<file path="src/hw/flash_seq_defs.vh">
/*
 * Register offsets, field positions, command codes and operation times of the
 * flash erase/write sequencer. Assumes inclusion by the sequencer module only.
 */
`ifndef FLASH_SEQ_DEFS_VH
`define FLASH_SEQ_DEFS_VH

// ==========================================================
// Register byte offsets on APB
`define OFF_PROG_MODE_CTL 12'h000
`define OFF_START_PTR_LOW 12'h004
`define OFF_START_PTR_HIGH 12'h008
`define OFF_END_PTR_LOW 12'h00c
`define OFF_END_PTR_HIGH 12'h010
`define OFF_WBUF_BYTE0 12'h014
`define OFF_WBUF_BYTE1 12'h018
`define OFF_WBUF_BYTE2 12'h01c
`define OFF_WBUF_BYTE3 12'h020
`define OFF_COMMAND_REG 12'h024
`define OFF_STATUS_HIGH 12'h028
`define OFF_ERROR_FLAGS 12'h02c

// ==========================================================
// Mode values and fields
`define MODE_IDLE 8'h00
`define MODE_CODE 8'h02
`define MODE_DATA 8'h22
`define AREA_SELECT_BIT 5
`define CMD_GO_BIT 7
`define CMD_DONE_BIT 6
`define WRITE_FAIL_BIT 1
`define ERASE_FAIL_BIT 0
`define SEQ_FAULT_BIT 4
`define CMD_NONE 3'h0
`define CMD_WRITE 3'h1
`define CMD_ERASE 3'h4

// ==========================================================
// Erase units in bytes, and per-unit operation times
`define DATA_BLOCK_BYTES 10'd512
`define DATA_BLOCK_SHIFT 9
`define CODE_BLOCK_SHIFT 10
`define WORD_BYTES 4
`define WRITE_TIME_NS 1000
`define ERASE_TIME_NS 2000
`define CLK_PERIOD_NS 10

`endif

</file>
<file path="src/hw/flash_erase_write_sequencer.v">
/*
 * Flash erase/write command sequencer with an APB register slave.
 * Assumes an APB master on pclk and an external flash array driven via
 * the flash_* outputs, which reports failures on flash_fail.
 */
// Behaviour
// - Data erase clears 512-byte blocks; write programs one 32-bit word.
// - Data flash pointers are offsets from base 0x9000.
// - Command starts on code in bits 2..0 with bit 7 set.
// - CPU is stalled while code flash is being reprogrammed.
// - Further commands are accepted while the mode stays selected.
// - Hardware sets done flag bit 6 when a command finishes.
// - Lower status reports write failure bit 1, erase failure bit 0.
// - Hardware clears done after start bit is cleared.
// - Status registers read-only, reset zero; bit 4 is sequencer fault.
// - Code 1 is write, 4 is erase, others invalid.
// - Code flash erase clears 1-Kbyte blocks.
`timescale 1ns/1ps
`include "flash_seq_defs.vh"

module flash_erase_write_sequencer #(
    parameter ADDR_W = 15,
    parameter CLK_NS = `CLK_PERIOD_NS
)
(
    // APB
    input wire pclk,
    input wire presetn,
    input wire psel,
    input wire penable,
    input wire pwrite,
    input wire [11:0] paddr,
    input wire [31:0] pwdata,
    output reg [31:0] prdata,
    output wire pready,
    output wire pslverr,
    // Flash array
    output reg flash_write,
    output reg flash_erase,
    output reg flash_data_area,
    output reg [ADDR_W-1:0] flash_addr,
    output reg [31:0] flash_wdata,
    input wire flash_fail,
    // CPU
    output wire cpu_stall
);

    // ==========================================================
    // Derived timing
    localparam [15:0] WRITE_CYC = (`WRITE_TIME_NS + CLK_NS - 1) / CLK_NS;
    localparam [15:0] ERASE_CYC = (`ERASE_TIME_NS + CLK_NS - 1) / CLK_NS;

    localparam [1:0] S_IDLE = 2'd0;
    localparam [1:0] S_BUSY = 2'd1;
    localparam [1:0] S_DONE = 2'd2;

    // ==========================================================
    // Registers
    reg [7:0] prog_mode_ctl;
    reg [ADDR_W-1:0] start_ptr;
    reg [ADDR_W-1:0] end_ptr;
    reg [31:0] wbuf;
    reg [7:0] command_reg;
    reg cmd_done;
    reg write_fail;
    reg erase_fail;
    reg sequencer_fault;
    reg [1:0] state;
    reg [15:0] timer;
    reg [2:0] active_cmd;
    reg fail_seen;
    reg fail_meta;
    reg fail_sync;
    reg [31:0] next_prdata;

    // Offset bits inside one erase block of the given area
    function [ADDR_W-1:0] mask_of;
        input data_area;
        begin
            if (data_area)
                mask_of = ~({ADDR_W{1'b1}} << `DATA_BLOCK_SHIFT);
            else
                mask_of = ~({ADDR_W{1'b1}} << `CODE_BLOCK_SHIFT);
        end
    endfunction

    wire area_select = prog_mode_ctl[`AREA_SELECT_BIT];
    wire mode_ok = (prog_mode_ctl == `MODE_CODE) || (prog_mode_ctl == `MODE_DATA);
    wire wr_en = psel && penable && pwrite;
    wire cmd_go = command_reg[`CMD_GO_BIT];
    wire [2:0] cmd_code = command_reg[2:0];
    // The first block takes the area now selected; later blocks of a range take
    // the area latched at start, so a mode write mid-erase cannot skew them
    wire [ADDR_W-1:0] start_mask = mask_of(area_select);
    wire [ADDR_W-1:0] block_mask = mask_of(flash_data_area);

    function is_addr;
        input [11:0] a;
        input [11:0] off;
        begin
            is_addr = (a == off);
        end
    endfunction

    assign pready = 1'b1;
    assign pslverr = 1'b0;
    // Stall covers any pending code flash command, not data flash
    assign cpu_stall = (state == S_BUSY) && !flash_data_area;

    // ==========================================================
    // Software-writable registers
    always @(posedge pclk or negedge presetn)
    begin
        if (!presetn)
        begin
            prog_mode_ctl <= `MODE_IDLE;
            start_ptr <= {ADDR_W{1'b0}};
            end_ptr <= {ADDR_W{1'b0}};
            wbuf <= 32'h00000000;
            command_reg <= 8'h00;
        end
        else if (wr_en)
        begin
            if (is_addr(paddr, `OFF_PROG_MODE_CTL))
                prog_mode_ctl <= pwdata[7:0];
            if (is_addr(paddr, `OFF_START_PTR_LOW))
                start_ptr[7:0] <= pwdata[7:0];
            if (is_addr(paddr, `OFF_START_PTR_HIGH))
                start_ptr[ADDR_W-1:8] <= pwdata[ADDR_W-9:0];
            if (is_addr(paddr, `OFF_END_PTR_LOW))
                end_ptr[7:0] <= {pwdata[7:2], 2'b00};
            if (is_addr(paddr, `OFF_END_PTR_HIGH))
                end_ptr[ADDR_W-1:8] <= pwdata[ADDR_W-9:0];
            if (is_addr(paddr, `OFF_WBUF_BYTE0))
                wbuf[7:0] <= pwdata[7:0];
            if (is_addr(paddr, `OFF_WBUF_BYTE1))
                wbuf[15:8] <= pwdata[7:0];
            if (is_addr(paddr, `OFF_WBUF_BYTE2))
                wbuf[23:16] <= pwdata[7:0];
            if (is_addr(paddr, `OFF_WBUF_BYTE3))
                wbuf[31:24] <= pwdata[7:0];
            if (is_addr(paddr, `OFF_COMMAND_REG))
                command_reg <= {pwdata[7], 4'h0, pwdata[2:0]};
        end
    end

    // ==========================================================
    // Failure input from the flash array
    // The array answers on its own timing, so its level is resynchronised;
    // a failure raised only in the last two cycles of an operation is lost
    always @(posedge pclk or negedge presetn)
    begin
        if (!presetn)
        begin
            fail_meta <= 1'b0;
            fail_sync <= 1'b0;
        end
        else
        begin
            fail_meta <= flash_fail;
            fail_sync <= fail_meta;
        end
    end

    // ==========================================================
    // Sequencer
    always @(posedge pclk or negedge presetn)
    begin
        if (!presetn)
        begin
            state <= S_IDLE;
            timer <= 16'h0000;
            active_cmd <= `CMD_NONE;
            cmd_done <= 1'b0;
            write_fail <= 1'b0;
            erase_fail <= 1'b0;
            sequencer_fault <= 1'b0;
            fail_seen <= 1'b0;
            flash_write <= 1'b0;
            flash_erase <= 1'b0;
            flash_data_area <= 1'b0;
            flash_addr <= {ADDR_W{1'b0}};
            flash_wdata <= 32'h00000000;
        end
        else
        begin
            flash_write <= 1'b0;
            flash_erase <= 1'b0;
            case (state)
                S_IDLE:
                begin
                    if (cmd_go)
                    begin
                        write_fail <= 1'b0;
                        erase_fail <= 1'b0;
                        sequencer_fault <= 1'b0;
                        fail_seen <= 1'b0;
                        active_cmd <= cmd_code;
                        flash_data_area <= area_select;
                        if (!mode_ok || (cmd_code != `CMD_WRITE && cmd_code != `CMD_ERASE)
                            || (cmd_code == `CMD_WRITE && start_ptr[1:0] != 2'b00)
                            || (cmd_code == `CMD_ERASE && end_ptr < start_ptr))
                        begin
                            sequencer_fault <= 1'b1;
                            cmd_done <= 1'b1;
                            state <= S_DONE;
                        end
                        else if (cmd_code == `CMD_WRITE)
                        begin
                            flash_addr <= start_ptr;
                            flash_wdata <= wbuf;
                            flash_write <= 1'b1;
                            timer <= WRITE_CYC;
                            state <= S_BUSY;
                        end
                        else
                        begin
                            flash_addr <= start_ptr & ~start_mask;
                            flash_erase <= 1'b1;
                            timer <= ERASE_CYC;
                            state <= S_BUSY;
                        end
                    end
                end
                S_BUSY:
                begin
                    if (fail_sync)
                        fail_seen <= 1'b1;
                    if (timer > 16'h0001)
                        timer <= timer - 16'h0001;
                    else if (active_cmd == `CMD_ERASE &&
                        (flash_addr | block_mask) < end_ptr && !(fail_seen || fail_sync))
                    begin
                        // Next block of the range
                        flash_addr <= (flash_addr | block_mask) + 1'b1;
                        flash_erase <= 1'b1;
                        timer <= ERASE_CYC;
                    end
                    else
                    begin
                        write_fail <= (active_cmd == `CMD_WRITE) &&
                            (fail_seen || fail_sync);
                        erase_fail <= (active_cmd == `CMD_ERASE) && (fail_seen || fail_sync);
                        cmd_done <= 1'b1;
                        state <= S_DONE;
                    end
                end
                S_DONE:
                begin
                    if (!cmd_go)
                    begin
                        cmd_done <= 1'b0;
                        state <= S_IDLE;
                    end
                end
                default:
                    state <= S_IDLE;
            endcase
        end
    end

    // ==========================================================
    // Read path
    always @*
    begin
        next_prdata = 32'h00000000;
        case (paddr)
            `OFF_PROG_MODE_CTL: next_prdata[7:0] = prog_mode_ctl;
            `OFF_START_PTR_LOW: next_prdata[7:0] = start_ptr[7:0];
            `OFF_START_PTR_HIGH: next_prdata[ADDR_W-9:0] = start_ptr[ADDR_W-1:8];
            `OFF_END_PTR_LOW: next_prdata[7:0] = end_ptr[7:0];
            `OFF_END_PTR_HIGH: next_prdata[ADDR_W-9:0] = end_ptr[ADDR_W-1:8];
            `OFF_WBUF_BYTE0: next_prdata[7:0] = wbuf[7:0];
            `OFF_WBUF_BYTE1: next_prdata[7:0] = wbuf[15:8];
            `OFF_WBUF_BYTE2: next_prdata[7:0] = wbuf[23:16];
            `OFF_WBUF_BYTE3: next_prdata[7:0] = wbuf[31:24];
            `OFF_COMMAND_REG: next_prdata[7:0] = command_reg;
            `OFF_STATUS_HIGH: next_prdata[`CMD_DONE_BIT] = cmd_done;
            `OFF_ERROR_FLAGS:
            begin
                next_prdata[`SEQ_FAULT_BIT] = sequencer_fault;
                next_prdata[`WRITE_FAIL_BIT] = write_fail;
                next_prdata[`ERASE_FAIL_BIT] = erase_fail;
            end
            default: next_prdata = 32'h00000000;
        endcase
    end

    // ==========================================================
    // Read data register
    // Loaded in the setup phase so that it stands through the access phase
    // with no wait state; status is thus sampled one cycle before the access
    always @(posedge pclk or negedge presetn)
    begin
        if (!presetn)
            prdata <= 32'h00000000;
        else if (psel && !penable)
            prdata <= next_prdata;
    end

endmodule // flash_erase_write_sequencer

</file>
<file path="config.mk">
export PLATFORM = sky130hd
export DESIGN_NAME = flash_erase_write_sequencer
export DESIGN_NICKNAME = d
export VERILOG_FILES = /design/src/hw/flash_erase_write_sequencer.v
export VERILOG_INCLUDE_DIRS = /design/src /design/src/hw
export SDC_FILE = /design/constraint.sdc
export NUM_CORES = 1
export LEC_CHECK = 0
export BUFFER_PORTS_ARGS = -buffer_cell sky130_fd_sc_hd__buf_2
export CELL_PAD_IN_SITES_DETAIL_PLACEMENT = 1
export CELL_PAD_IN_SITES_GLOBAL_PLACEMENT = 1
export CORE_ASPECT_RATIO = 1.1
export CORE_MARGIN = 2
export CORE_UTILIZATION = 45
export DETAILED_ROUTE_END_ITERATION = 16
export PLACE_DENSITY = 0.82
export RECOVER_POWER = 100
export REMOVE_ABC_BUFFERS = 1
export SYNTH_ARGS = -nofsm -noshare
export SYNTH_HDL_FRONTEND = slang
export SYNTH_SLANG_ARGS = --single-unit
</file>
<file path="constraint.sdc">
create_clock -name pclk -period 2.85 [get_ports pclk]
set_input_delay 0.285 -clock pclk [delete_from_list [all_inputs] [get_ports pclk]]
set_output_delay 0.285 -clock pclk [all_outputs]
set_load 0.01 [all_outputs]
</file>
* Yosys cells after proc, flatten, opt, wreduce, memory -nomap -nowiden
Index checks and enable logic that the tools add are counted.
Word-level totals: register bits 158, latch bits 0, memory bits (writable) 0, memory bits (read-only) 0, input bits 50, logic and storage cells 160, memories kept 0
Cells by class: $add $sub $neg 2, multipliers 0, divide/modulo/power cells 0, order comparisons 3, eq/ne operators 30, shift-type cells 0, mux-type cells 52, bitwise operators 4, reductions and logical operators 43
Operators with widths (number):
- $mux 15 | 5
- $mux 16 | 4
- $eq 12x5->1 const B | 4
- $eq 12x6->1 const B | 4
- $pmux 2 s10 | 2
- $pmux 16 s2 | 1
- $lt 15x15->1 | 2
- $pmux 15 s2 | 1
- $eq 12x4->1 const B | 2
- $reduce_and 2->1 | 11
- $mux 1 | 21
- $mux 10 | 2
- $pmux 1 s10 | 2
- $gt 16x1->1 const B | 1
- $reduce_and 4->1 | 4
- $sub 16x1->16 const B | 1
- $add 15x1->15 const B | 1
- $and 15x15->15 | 1
- $not 10->15 | 1
- $or 15x10->15 | 1
- $ne 2x2->1 const B | 7
- $eq 12x3->1 const B | 1
- $logic_not 12->1 | 1
- $logic_and 1x1->1 | 11
- other kinds (25) | 43

* Depth between registers and ports, before layout
Gate-level depths: netlist (run 1).
word-level depth 9, depth in mapped cells 10, gate-level depth less buffers 9

* Worst setup path before layout (run 1)
Ideal clock, no wire load.
kind register to register, start point register start_ptr[6], end point register flash_wdata[10], setup time 0.125 ns, arrival time 2.303 ns, slack 0.422 ns, stages on the path, launching flop included 11, buffers on the path 2, period minus slack after synthesis 2.428 ns, path through dfrtp_1 > inv_1 > ha_1 > and4_1 > o21ai_0 > a311oi_2 > o21a_1 > and3_1 > clkbuf_1 > buf_4 > mux2_2
Between the ends: word-level cells in the longest chain between the ends 5
Ends and longest elaborated chain:
- start, declared | line flash_erase_write_sequencer.v:60 | reg [ADDR_W-1:0] start_ptr;
- start signal, assigned | line flash_erase_write_sequencer.v:117 | start_ptr <= {ADDR_W{1'b0}};
- start signal, assigned | line flash_erase_write_sequencer.v:127 | start_ptr[7:0] <= pwdata[7:0];
- start signal, assigned by index | line flash_erase_write_sequencer.v:129 | start_ptr[ADDR_W-1:8] <= pwdata[ADDR_W-9:0];
- $lt 15x15->1 | line flash_erase_write_sequencer.v:202 | || (cmd_code == `CMD_ERASE && end_ptr < start_ptr))
- $logic_and 1x1->1 | line flash_erase_write_sequencer.v:202
- $logic_or 1x1->1 | line flash_erase_write_sequencer.v:200 | if (!mode_ok || (cmd_code != `CMD_WRITE && cmd_code != `CMD_ERASE)
- $not 1->1 (no line)
- $reduce_and 4->1 (no line)
- end signal, assigned | line flash_erase_write_sequencer.v:211 | flash_wdata <= wbuf;
- end, declared | line flash_erase_write_sequencer.v:42 | output reg [31:0] flash_wdata,
Every way passes these cells. A chain may end at the register's enable or synchronous reset.

* Worst setup path after layout (run 1)
start point register flash_addr[13], end point register timer[9]
Between the ends: word-level cells in the longest chain between the ends 6
Ends and longest elaborated chain:
- start, declared | line flash_erase_write_sequencer.v:41 | output reg [ADDR_W-1:0] flash_addr,
- start signal, assigned | line flash_erase_write_sequencer.v:182 | flash_addr <= {ADDR_W{1'b0}};
- start signal, assigned | line flash_erase_write_sequencer.v:210 | flash_addr <= start_ptr;
- start signal, assigned | line flash_erase_write_sequencer.v:218 | flash_addr <= start_ptr & ~start_mask;
- $or 15x10->15 | line flash_erase_write_sequencer.v:232 | (flash_addr | block_mask) < end_ptr && !(fail_seen || fail_sync))
- $lt 15x15->1 | line flash_erase_write_sequencer.v:232
- $logic_and 1x1->1 (2 in a row) | line flash_erase_write_sequencer.v:231 | else if (active_cmd == `CMD_ERASE &&
- $ne 3x1->1 (no line)
- $reduce_and 4->1 (no line)
- end signal, assigned | line flash_erase_write_sequencer.v:230 | timer <= timer - 16'h0001;
- end, declared | line flash_erase_write_sequencer.v:69 | reg [15:0] timer;
Every way passes these cells.

==> results_dict.tcl, run 1 <==
set metrics [dict create \
    netlist_top_cells_area "dfrtp_1 49%, mux2_2 15%, ha_1 3.3%" \
    yosysSeqAreaShare 0.4906 \
    cp_cell_sequence "ha_1, a21oi_1, o2111ai_1, a41oi_2, nor3_2, or2_2, inv_2, a31oi_1" \
    yosys.area.top_type "dfrtp_1" \
    synth_common_cells "158 x dfrtp_1, 110 x mux2_2, 44 x nand2_1, 38 x o21ai_0, 30 x buf_4" \
    port-buffer-count 84 \
    grt_use_total 0.2614 \
    leakagePower_nw 4.257 \
    area_growth_pct 14.07 \
    violations "capacitance limit, slew limit" \
    drcViolationCount 0 \
    antennaDiodeCount 0 \
    cpMaxStageDelayCell "dfrtp_1" \
    top_regs "flash_wdata (32), wbuf (32), timer (16)" \
    hold_class "primary input to flop" \
    yosysMostFrequentCell "dfrtp_1" \
    crit_buf_inv 1 \
    die_w_um 131.6 \
    dpl_cell_area_um2 8711 \
    max_freq_mhz 375.6 \
    yosysWarnings 0 \
    postLayoutSetupSlackWorst_ns 0.1877 \
    critPathMaxFanout 9 \
    synth_top_area_share 0.4906 \
    antenna_found_initial 1 \
    worst_pin_slew_ns 1.617 \
    ys.flop_type "dfrtp_1" \
    clock_latency_ns 0.44 \
    io_pins 135 \
    num-fill-cells 1956 \
    clock_skew_ns 0.008052 \
    place_congestion 0.8966 \
    grt_overflow_total 0 \
    final_nets 872 \
    clockBufferDepth 2 \
    crit_family "compound AO/OA/AOI/OAI gates" \
    netlist_area_um2 8059 \
    cts_tree "built" \
    yosysUniqueCellTypes 76 \
    coreArea_um2 17610 \
    dpl.hpwl_um 16920 \
    rsz0062_at_grt "no" \
    fp-row-count 51 \
    grt_pass1_wl_um 37930 \
    post_cts_resized 0 \
    power_density_nw_per_um2 516.0 \
    drtIter0Drc 494 \
    status "complete, but fails checks" \
    finalWirelength_um 23850 \
    async_reset_ff_frac 1.000 \
    cp_slowest_stage_delay_ns 0.45 \
    drive_above_1_share 0.2457 \
    root_buffer "clkbuf_16" \
    cts_buffers 17 \
    cp-start-kind "flop" \
    cp.arrival_ns 2.97 \
    vias 6208 \
    finalInstanceArea_um2 9193 \
    path_clk_slew_ns 0.07 \
    hold_viol_final 0 \
    ant_nets 0 \
    grt_max_degree 63 \
    setup_violations 0 \
    tns_ns 0 \
    htreeDepth 4 \
    fin_crit_sh 0.9341 \
    drv_cap 2 \
    grt_pass1_vias 6747 \
    crit_type "flop to flop" \
    cts.sink_count 158 \
    syn_inst 707 \
    start_util 0.4576 \
    detail_route.first_pass.iterations 5 \
    wl_per_cell_um 22.67 \
    viasPerCell 5.901 \
    die_h_um 144.4 \
    peakVddDrop_mv 0.4158 \
    synth_enable_flop_cells 0 \
    max_slew_margin -0.07792 \
    die_area_um2 19000 \
    period_minus_slack_ns 2.662 \
    worst_setup_path_end_kind "flop" \
    post-place-ws_ns 0.1363 \
    syn_avg_cell_area_um2 11.40 \
    ys_ff_latch 158 \
    cp_data_required_time_ns 3.16 \
    slew_violations 96 \
]
-- worst register-to-register path, cell delays in order (launching register included) --
cell and delay, ns:
dfrtp_1 0.45, ha_1 0.37, a21oi_1 0.25, o2111ai_1 0.21
a41oi_2 0.38, nor3_2 0.16, or2_2 0.40, inv_2 0.20
a31oi_1 0.12
-- kinds of logic (layout without fill, tap and decap cells) --
family          count (synthesis)  in the layout  share of synthesized area
compound gates                139            139                     0.1194
xor+xnor                        1              1                   0.001087
fa+ha+maj                      21             21                    0.03260
buf+inv                        83            166                    0.05356
flops                         158            158                     0.4906
mux                           122            122                     0.1750
other cells                     2             26                  0.0009319
simple gates                  181            181                     0.1268
-- repair_timing --
action,4_1_cts,5_1_grt
buffers inserted,0,1
hold endpoints to repair,60,0
setup endpoints to repair,0,5
hold buffers,2,0
-- per-layer routing --
metal / vias up / track usage / share of wire
li1: 2751 / - / -
met1: 3187 / 0.3107 / 0.40
met2: 200 / 0.4552 / 0.51
met3: 68 / 0.06169 / 0.053
met4: 2 / 0.1173 / 0.037
met5: - / 0 / 0.00067
-- stage by stage --
stage	hold slack, ns	cells	power [mW]	utilization
after CTS	0.2344	1051	4.777	0.5298
final	0.2451	1052	4.743	0.5220
after global placement	0.3018	1017	2.461	0.4946
after global routing	0.2597	1052	4.887	0.5220
after floorplan	-0.01059	677	2.338	-
after detailed placement	0.3120	1017	2.465	0.4946
-- final timing paths --
kind | startpoint | endpoint | slack, ns | cells past startpoint
worst max-delay path | flash_addr[13] | timer[9] | 0.19 | 8
worst min-delay path | penable | prdata[0] | 0.25 | 4
worst max register to register | flash_addr[13] | timer[9] | 0.19 | 8
worst min register to register | fail_meta | fail_sync | 0.35 | 0
max in group asynchronous | presetn | start_ptr[7] | 0.45 | 3
min in group asynchronous | presetn | timer[12] | 0.77 | 2
-- cells in the final DEF (no fill, tap or decap), drive strengths merged, types with 8 or more instances in the layout --
master	Yosys	routed
o21ai	38	38
clkbuf	16	85
inv	29	37
buf	38	35
ha	21	21
mux2	111	111
nor4	9	9
nand3	21	21
a31oi	12	12
dfrtp	158	158
a22oi	8	8
nor2	34	34
conb	2	26
nand2	45	45
a21oi	20	20
nor3	19	19
-- layout make-up --
class | instances | area, um2 | share of cell area
sequential | 158 | 3954 | 0.4301
timing repair buffer | 105 | 500.5 | 0.05444
clock buffer | 17 | 425.4 | 0.04628
inverter | 29 | 108.9 | 0.01184
tap | 238 | 297.8 | 0.03239
clock inverter | 15 | 173.9 | 0.01892
multi-input combinational | 490 | 3732 | 0.4060
-- where the power goes --
group	internal [mW]	total [mW]	switching [mW]
logic	0.0349	0.173	0.138
registers	2.25	2.25	0.00481
clock network	1.25	2.32	1.07
total	3.53	4.74	1.21
(Power assumes the default switching activity.)
==> run 2, diff against run 1 <==
--- a/config.mk
+++ b/config.mk
@@ -9,7 +9,7 @@
 export BUFFER_PORTS_ARGS = -buffer_cell sky130_fd_sc_hd__buf_2
 export CELL_PAD_IN_SITES_DETAIL_PLACEMENT = 1
 export CELL_PAD_IN_SITES_GLOBAL_PLACEMENT = 1
-export CORE_ASPECT_RATIO = 1.1
+export CORE_ASPECT_RATIO = 0.5
 export CORE_MARGIN = 2
 export CORE_UTILIZATION = 45
 export DETAILED_ROUTE_END_ITERATION = 16
==> run 2 against run 1 <==
  * The run still ends with capacitance limit, slew limit left
  * Routed wire length down 0.25%
  * Register-to-register slack got worse by 0.14 ns
  * Sequential cell count unchanged
  * Clock skew up 0.0031 ns
  * Critical path depth is 1 higher
  * Non-clock buffer count increased by 8
  * Final cell count increased by 0.29%
  * First-iteration DRC count is 30% lower
  * Critical endpoint is now flash_wdata[8]
==> results_dict.tcl, run 2 (synthesis results as in run 1) <==
set metrics [dict create \
    worst_pin_slew_ns 1.970 \
    p_clk_frac 0.508 \
    fin_crit_sh 0.9823 \
    ant_nets 0 \
    viasPerCell 5.935 \
    power_density_nw_per_um2 529.2 \
    cts_buffers 17 \
    violations "capacitance limit, slew limit" \
    cts.sink_count 158 \
    dpl.hpwl_um 16400 \
    combPwrFrac 0.036 \
    period_minus_slack_ns 2.800 \
    critPathMaxFanout 16 \
    peakVddDrop_mv 0.4179 \
    grt_use_total 0.2525 \
    setup_violations 0 \
    drv_cap 1 \
    final_common_cell "dfrtp_1" \
    worstSetupStartpoint "start_ptr[6]" \
    slew_violations 74 \
    worstSetupEndpoint "flash_wdata[8]" \
    leakagePower_nw 4.315 \
    vias 6261 \
    die_area_um2 19060 \
    clock_latency_ns 0.43 \
    final_cell_mix "157 x dfrtp_1, 106 x mux2_2, 65 x clkbuf_1" \
    fp-row-count 34 \
    top_regs "flash_wdata (32), wbuf (32), timer (16)" \
    drcViolationCount 0 \
    cp-start-kind "flop" \
    grt_overflow_total 0 \
    finalInstanceArea_um2 9336 \
    dpl_cell_area_um2 8748 \
    tns_ns 0 \
    antennaDiodeCount 0 \
    die_h_um 98.63 \
    r2r_setup_slack_ns 0.05 \
    drive_above_1_share 0.2509 \
    grt_max_degree 76 \
    worst_setup_path_end_kind "flop" \
    p_sw_frac 0.2365 \
    grt_pass1_wl_um 37330 \
    hold_class "primary input to flop" \
    io_pins 135 \
    clock_skew_ns 0.01118 \
    p_int_mw 3.772 \
    cp_data_required_time_ns 3.17 \
    num-fill-cells 1911 \
    root_buffer "clkbuf_16" \
    detail_route.first_pass.iterations 5 \
    cp.arrival_ns 3.11 \
    cts_tree "built" \
    place_congestion 0.9315 \
    start_util 0.4621 \
    finalWirelength_um 23790 \
    wl_per_cell_um 22.55 \
    area_growth_pct 15.85 \
    hold_start "penable" \
    max_freq_mhz 357.2 \
    p_sw_mw 1.168 \
    crit-reg2reg-launch "start_ptr[6]" \
    hold_viol_final 0 \
    clockBufferDepth 2 \
    path_clk_slew_ns 0.07 \
    antenna_found_initial 0 \
    crit_type "flop to flop" \
    fin_hold_ws_ns 0.2146 \
    htreeDepth 4 \
    seqPwrFrac 0.456 \
    port-buffer-count 84 \
    total_power_mw 4.941 \
    post-route-util 0.5353 \
    max_slew_margin -0.3134 \
    grt_pass1_vias 6523 \
    final_nets 880 \
    die_w_um 193.3 \
    reg2regPathDepth 9 \
    status "complete, but fails checks" \
    drtIter0Drc 344 \
    coreArea_um2 17440 \
    reg2reg_to "flash_wdata[8]" \
]
run 2: changes by cell type in the layout (fill, tap and decap cells not counted), moves of 2 or more:
| cell | change |
|---|---|
| bufinv_16 | +3 |
| clkbuf_1 | +3 |
| inv_8 | -2 |
| clkinv_8 | -2 |
| buf_12 | +2 |
| buf_4 | +7 |
| clkbuf_2 | -4 |
run 2: metal layers:
metal  vias up  wire length [um]  track usage
met5         -                 0            0
met4         0               451      0.08162
met3        30              1278      0.05236
met2       207             11450       0.4126
met1      3263             10610       0.3405
li1       2761                 -            -
run 2: worst min-delay path by stage:
stage	to	slack [ns]	cells past startpoint
floorplan	active_cmd[0]	-0.01	0
global placement	fail_sync	0.34	0
finish	prdata[0]	0.21	4
CTS	prdata[0]	0.20	4
detailed placement	fail_sync	0.34	0
global route	prdata[0]	0.22	4
run 2: layout make-up:
cell class              count  area [um2]  area share
clock buffers              17       425.4     0.04556
clock inverters            14       205.2     0.02198
inverters                  29       111.4     0.01193
multi-input cells         490        3745      0.4011
flip-flops and latches    158        3955      0.4236
well taps                 234       292.8     0.03136
repair buffers            113       601.8     0.06446
run 2: through the flow:
step	cells	setup WS, ns
global placement	1017	0.2174
detailed placement	1017	0.1277
finish	1055	0.05048
floorplan	677	0.01340
global route	1055	-0.006180
CTS	1050	0.08588
run 2: what timing repair did:
item	CTS	global route
gates resized for setup	0	4
hold buffers	2	0
endpoints found under the hold margin	74	0
setup buffers	0	4
setup endpoints to repair	0	39
run 2: worst max-delay path, cell delays in order (launching register included):
cell,delay (ns)
dfrtp_1,0.42
inv_1,0.07
ha_1,0.32
and4_1,0.23
o21ai_0,0.14
a311oi_2,0.40
o21a_1,0.22
and3_2,0.30
buf_12,0.19
mux2_2,0.37
run 2: power groups by stage:
stage / clock network [mW] / registers [mW] / logic [mW]
2_1_floorplan: 0 / 2.29 / 0.0450
3_3_place_gp: 0 / 2.29 / 0.172
3_5_place_dp: 0 / 2.29 / 0.176
4_1_cts: 2.53 / 2.25 / 0.181
5_1_grt: 2.63 / 2.25 / 0.194
6_report: 2.51 / 2.25 / 0.180
==> run 3, diff against run 2 <==
--- a/config.mk
+++ b/config.mk
@@ -9,8 +9,7 @@
 export BUFFER_PORTS_ARGS = -buffer_cell sky130_fd_sc_hd__buf_2
 export CELL_PAD_IN_SITES_DETAIL_PLACEMENT = 1
 export CELL_PAD_IN_SITES_GLOBAL_PLACEMENT = 1
-export CORE_ASPECT_RATIO = 0.5
-export CORE_MARGIN = 2
+export CORE_ASPECT_RATIO = 1.1
 export CORE_UTILIZATION = 45
 export DETAILED_ROUTE_END_ITERATION = 16
 export PLACE_DENSITY = 0.82
==> run 3 against run 2 <==
  * The flow still finishes with violations (capacitance limit, slew limit)
  * First-iteration DRC count is 2.3% higher
  * Sequential cell count stayed put
  * Setup slack better by 0.10 ns
==> results_dict.tcl, run 3 (synthesis results as in run 1) <==
set metrics [dict create \
    status "complete, but fails checks" \
    violations "capacitance limit, slew limit" \
    antennaDiodeCount 0 \
    grt_use_total 0.2704 \
    die_h_um 142.4 \
    cts_buffers 17 \
    vias 6179 \
    cp.arrival_ns 3.01 \
    path_clk_slew_ns 0.06 \
    drcViolationCount 0 \
    die_area_um2 18450 \
    cts.sink_count 158 \
    start_util 0.4667 \
    io_pins 135 \
    finalInstanceArea_um2 9201 \
    finalWirelength_um 23330 \
    detail_route.first_pass.iterations 4 \
    wl_per_cell_um 22.26 \
    hold_viol_final 0 \
    tns_ns 0 \
    max_slew_margin -0.4130 \
    post-place-ws_ns 0.1368 \
    final_cell_mix "158 x dfrtp_1, 109 x mux2_2, 62 x clkbuf_1" \
    slew_violations 113 \
    dpl.hpwl_um 16640 \
    drv_cap 2 \
    peakVddDrop_mv 0.4018 \
    power_density_nw_per_um2 503.9 \
    dpl_cell_area_um2 8711 \
    port-buffer-count 84 \
    period_minus_slack_ns 2.695 \
    drtIter0Drc 352 \
    max_freq_mhz 371.0 \
    fin_crit_sh 0.9457 \
    grt_overflow_total 0 \
    cp-start-kind "flop" \
    crit_type "flop to flop" \
    final_nets 872 \
    worst_setup_path_end_kind "flop" \
    area_growth_pct 14.17 \
    htreeDepth 4 \
    critPathMaxFanout 4 \
    root_buffer "clkbuf_16" \
    highest_layer "met4" \
    drive_above_1_share 0.2518 \
    clock_skew_ns 0.01103 \
    met2_wirelength_um 11810 \
    grt_max_degree 82 \
    coreArea_um2 17270 \
    setup_violations 0 \
    grt_pass1_vias 6705 \
    fp-row-count 50 \
    postLayoutSetupSlackWorst_ns 0.1548 \
    rsz0062_at_grt "no" \
    worst_pin_slew_ns 2.119 \
    hold_class "primary input to flop" \
    top_regs "flash_wdata (32), wbuf (32), timer (16)" \
    grt_pass1_wl_um 37270 \
    final_common_cell "dfrtp_1" \
    wl_met3_um 1115 \
    wl_met1_um 9427 \
    num-fill-cells 1952 \
    cts_tree "built" \
    ant_nets 0 \
    place_congestion 0.9478 \
    cp_data_required_time_ns 3.16 \
    clockBufferDepth 2 \
    viasPerCell 5.896 \
    total_power_mw 4.637 \
    clock_latency_ns 0.43 \
    leakagePower_nw 4.248 \
    antenna_found_initial 0 \
    die_w_um 129.6 \
]
-- run 3: cell types whose count changed in the layout (fill, tap and decap cells not counted), moves of 2 or more --
cell,change
clkinv_4,+2
mux2_2,+3
nor2_2,+2
inv_8,-2
mux2_1,-3
buf_4,-6
nor2_1,-2
clkbuf_1,-3
bufinv_16,-3
-- run 3: worst paths after layout --
| path | cells past startpoint | startpoint | slack (ns) | endpoint |
|---|---|---|---|---|
| max in group asynchronous | 2 | presetn | 0.56 | prdata[4] |
| max | 8 | end_ptr[13] | 0.15 | flash_addr[12] |
| min in group asynchronous | 2 | presetn | 1.02 | timer[13] |
| min | 4 | penable | 0.25 | prdata[0] |
| min reg2reg | 0 | fail_meta | 0.36 | fail_sync |
| max reg2reg | 8 | end_ptr[13] | 0.15 | flash_addr[12] |
-- run 3: power breakdown --
| group | leakage [nW] | internal [mW] | switching [mW] |
|---|---|---|---|
| clock network | 0.270 | 1.24 | 0.974 |
| logic | 1.78 | 0.0395 | 0.135 |
| registers | 2.20 | 2.25 | 0.00463 |
-- run 3: per-layer routing --
layer,track usage,vias up
met5,0,-
met4,0.1340,0
li1,-,2741
met2,0.4582,193
met1,0.3304,3181
met3,0.04850,64
-- run 3: cell type report --
| cell class | instances | area [um2] | area share |
|---|---|---|---|
| inverters | 29 | 108.9 | 0.01183 |
| well taps | 234 | 292.8 | 0.03182 |
| clock buffers | 18 | 439.2 | 0.04773 |
| multi-input cells | 490 | 3742 | 0.4067 |
| repair buffers | 105 | 533.0 | 0.05793 |
| clock inverters | 14 | 131.4 | 0.01428 |
| flip-flops and latches | 158 | 3954 | 0.4297 |
-- run 3: repair_timing --
action | in CTS | in global routing
setup endpoints to repair | 0 | 40
hold endpoints to repair | 80 | 0
buffers inserted | 0 | 2
resized for setup | 0 | 3
hold buffers | 2 | 0
-- run 3: critical path, cell delays in order, from the launching register on --
cell and delay (ns):
dfrtp_1 0.45, inv_1 0.08, ha_1 0.34, a21oi_1 0.28, o2111ai_2 0.20, a41o_1 0.30
or4_1 0.55, a2bb2oi_1 0.17, o22a_1 0.21
-- run 3: through the flow --
step / util / instances / hold WS, ns
finish: 0.5329 / 1048 / 0.2524
global route: 0.5329 / 1048 / 0.2608
CTS: 0.5387 / 1046 / 0.2324
detailed placement: 0.5045 / 1012 / 0.3458
global placement: 0.5045 / 1012 / 0.3361
floorplan: - / 677 / -0.01059
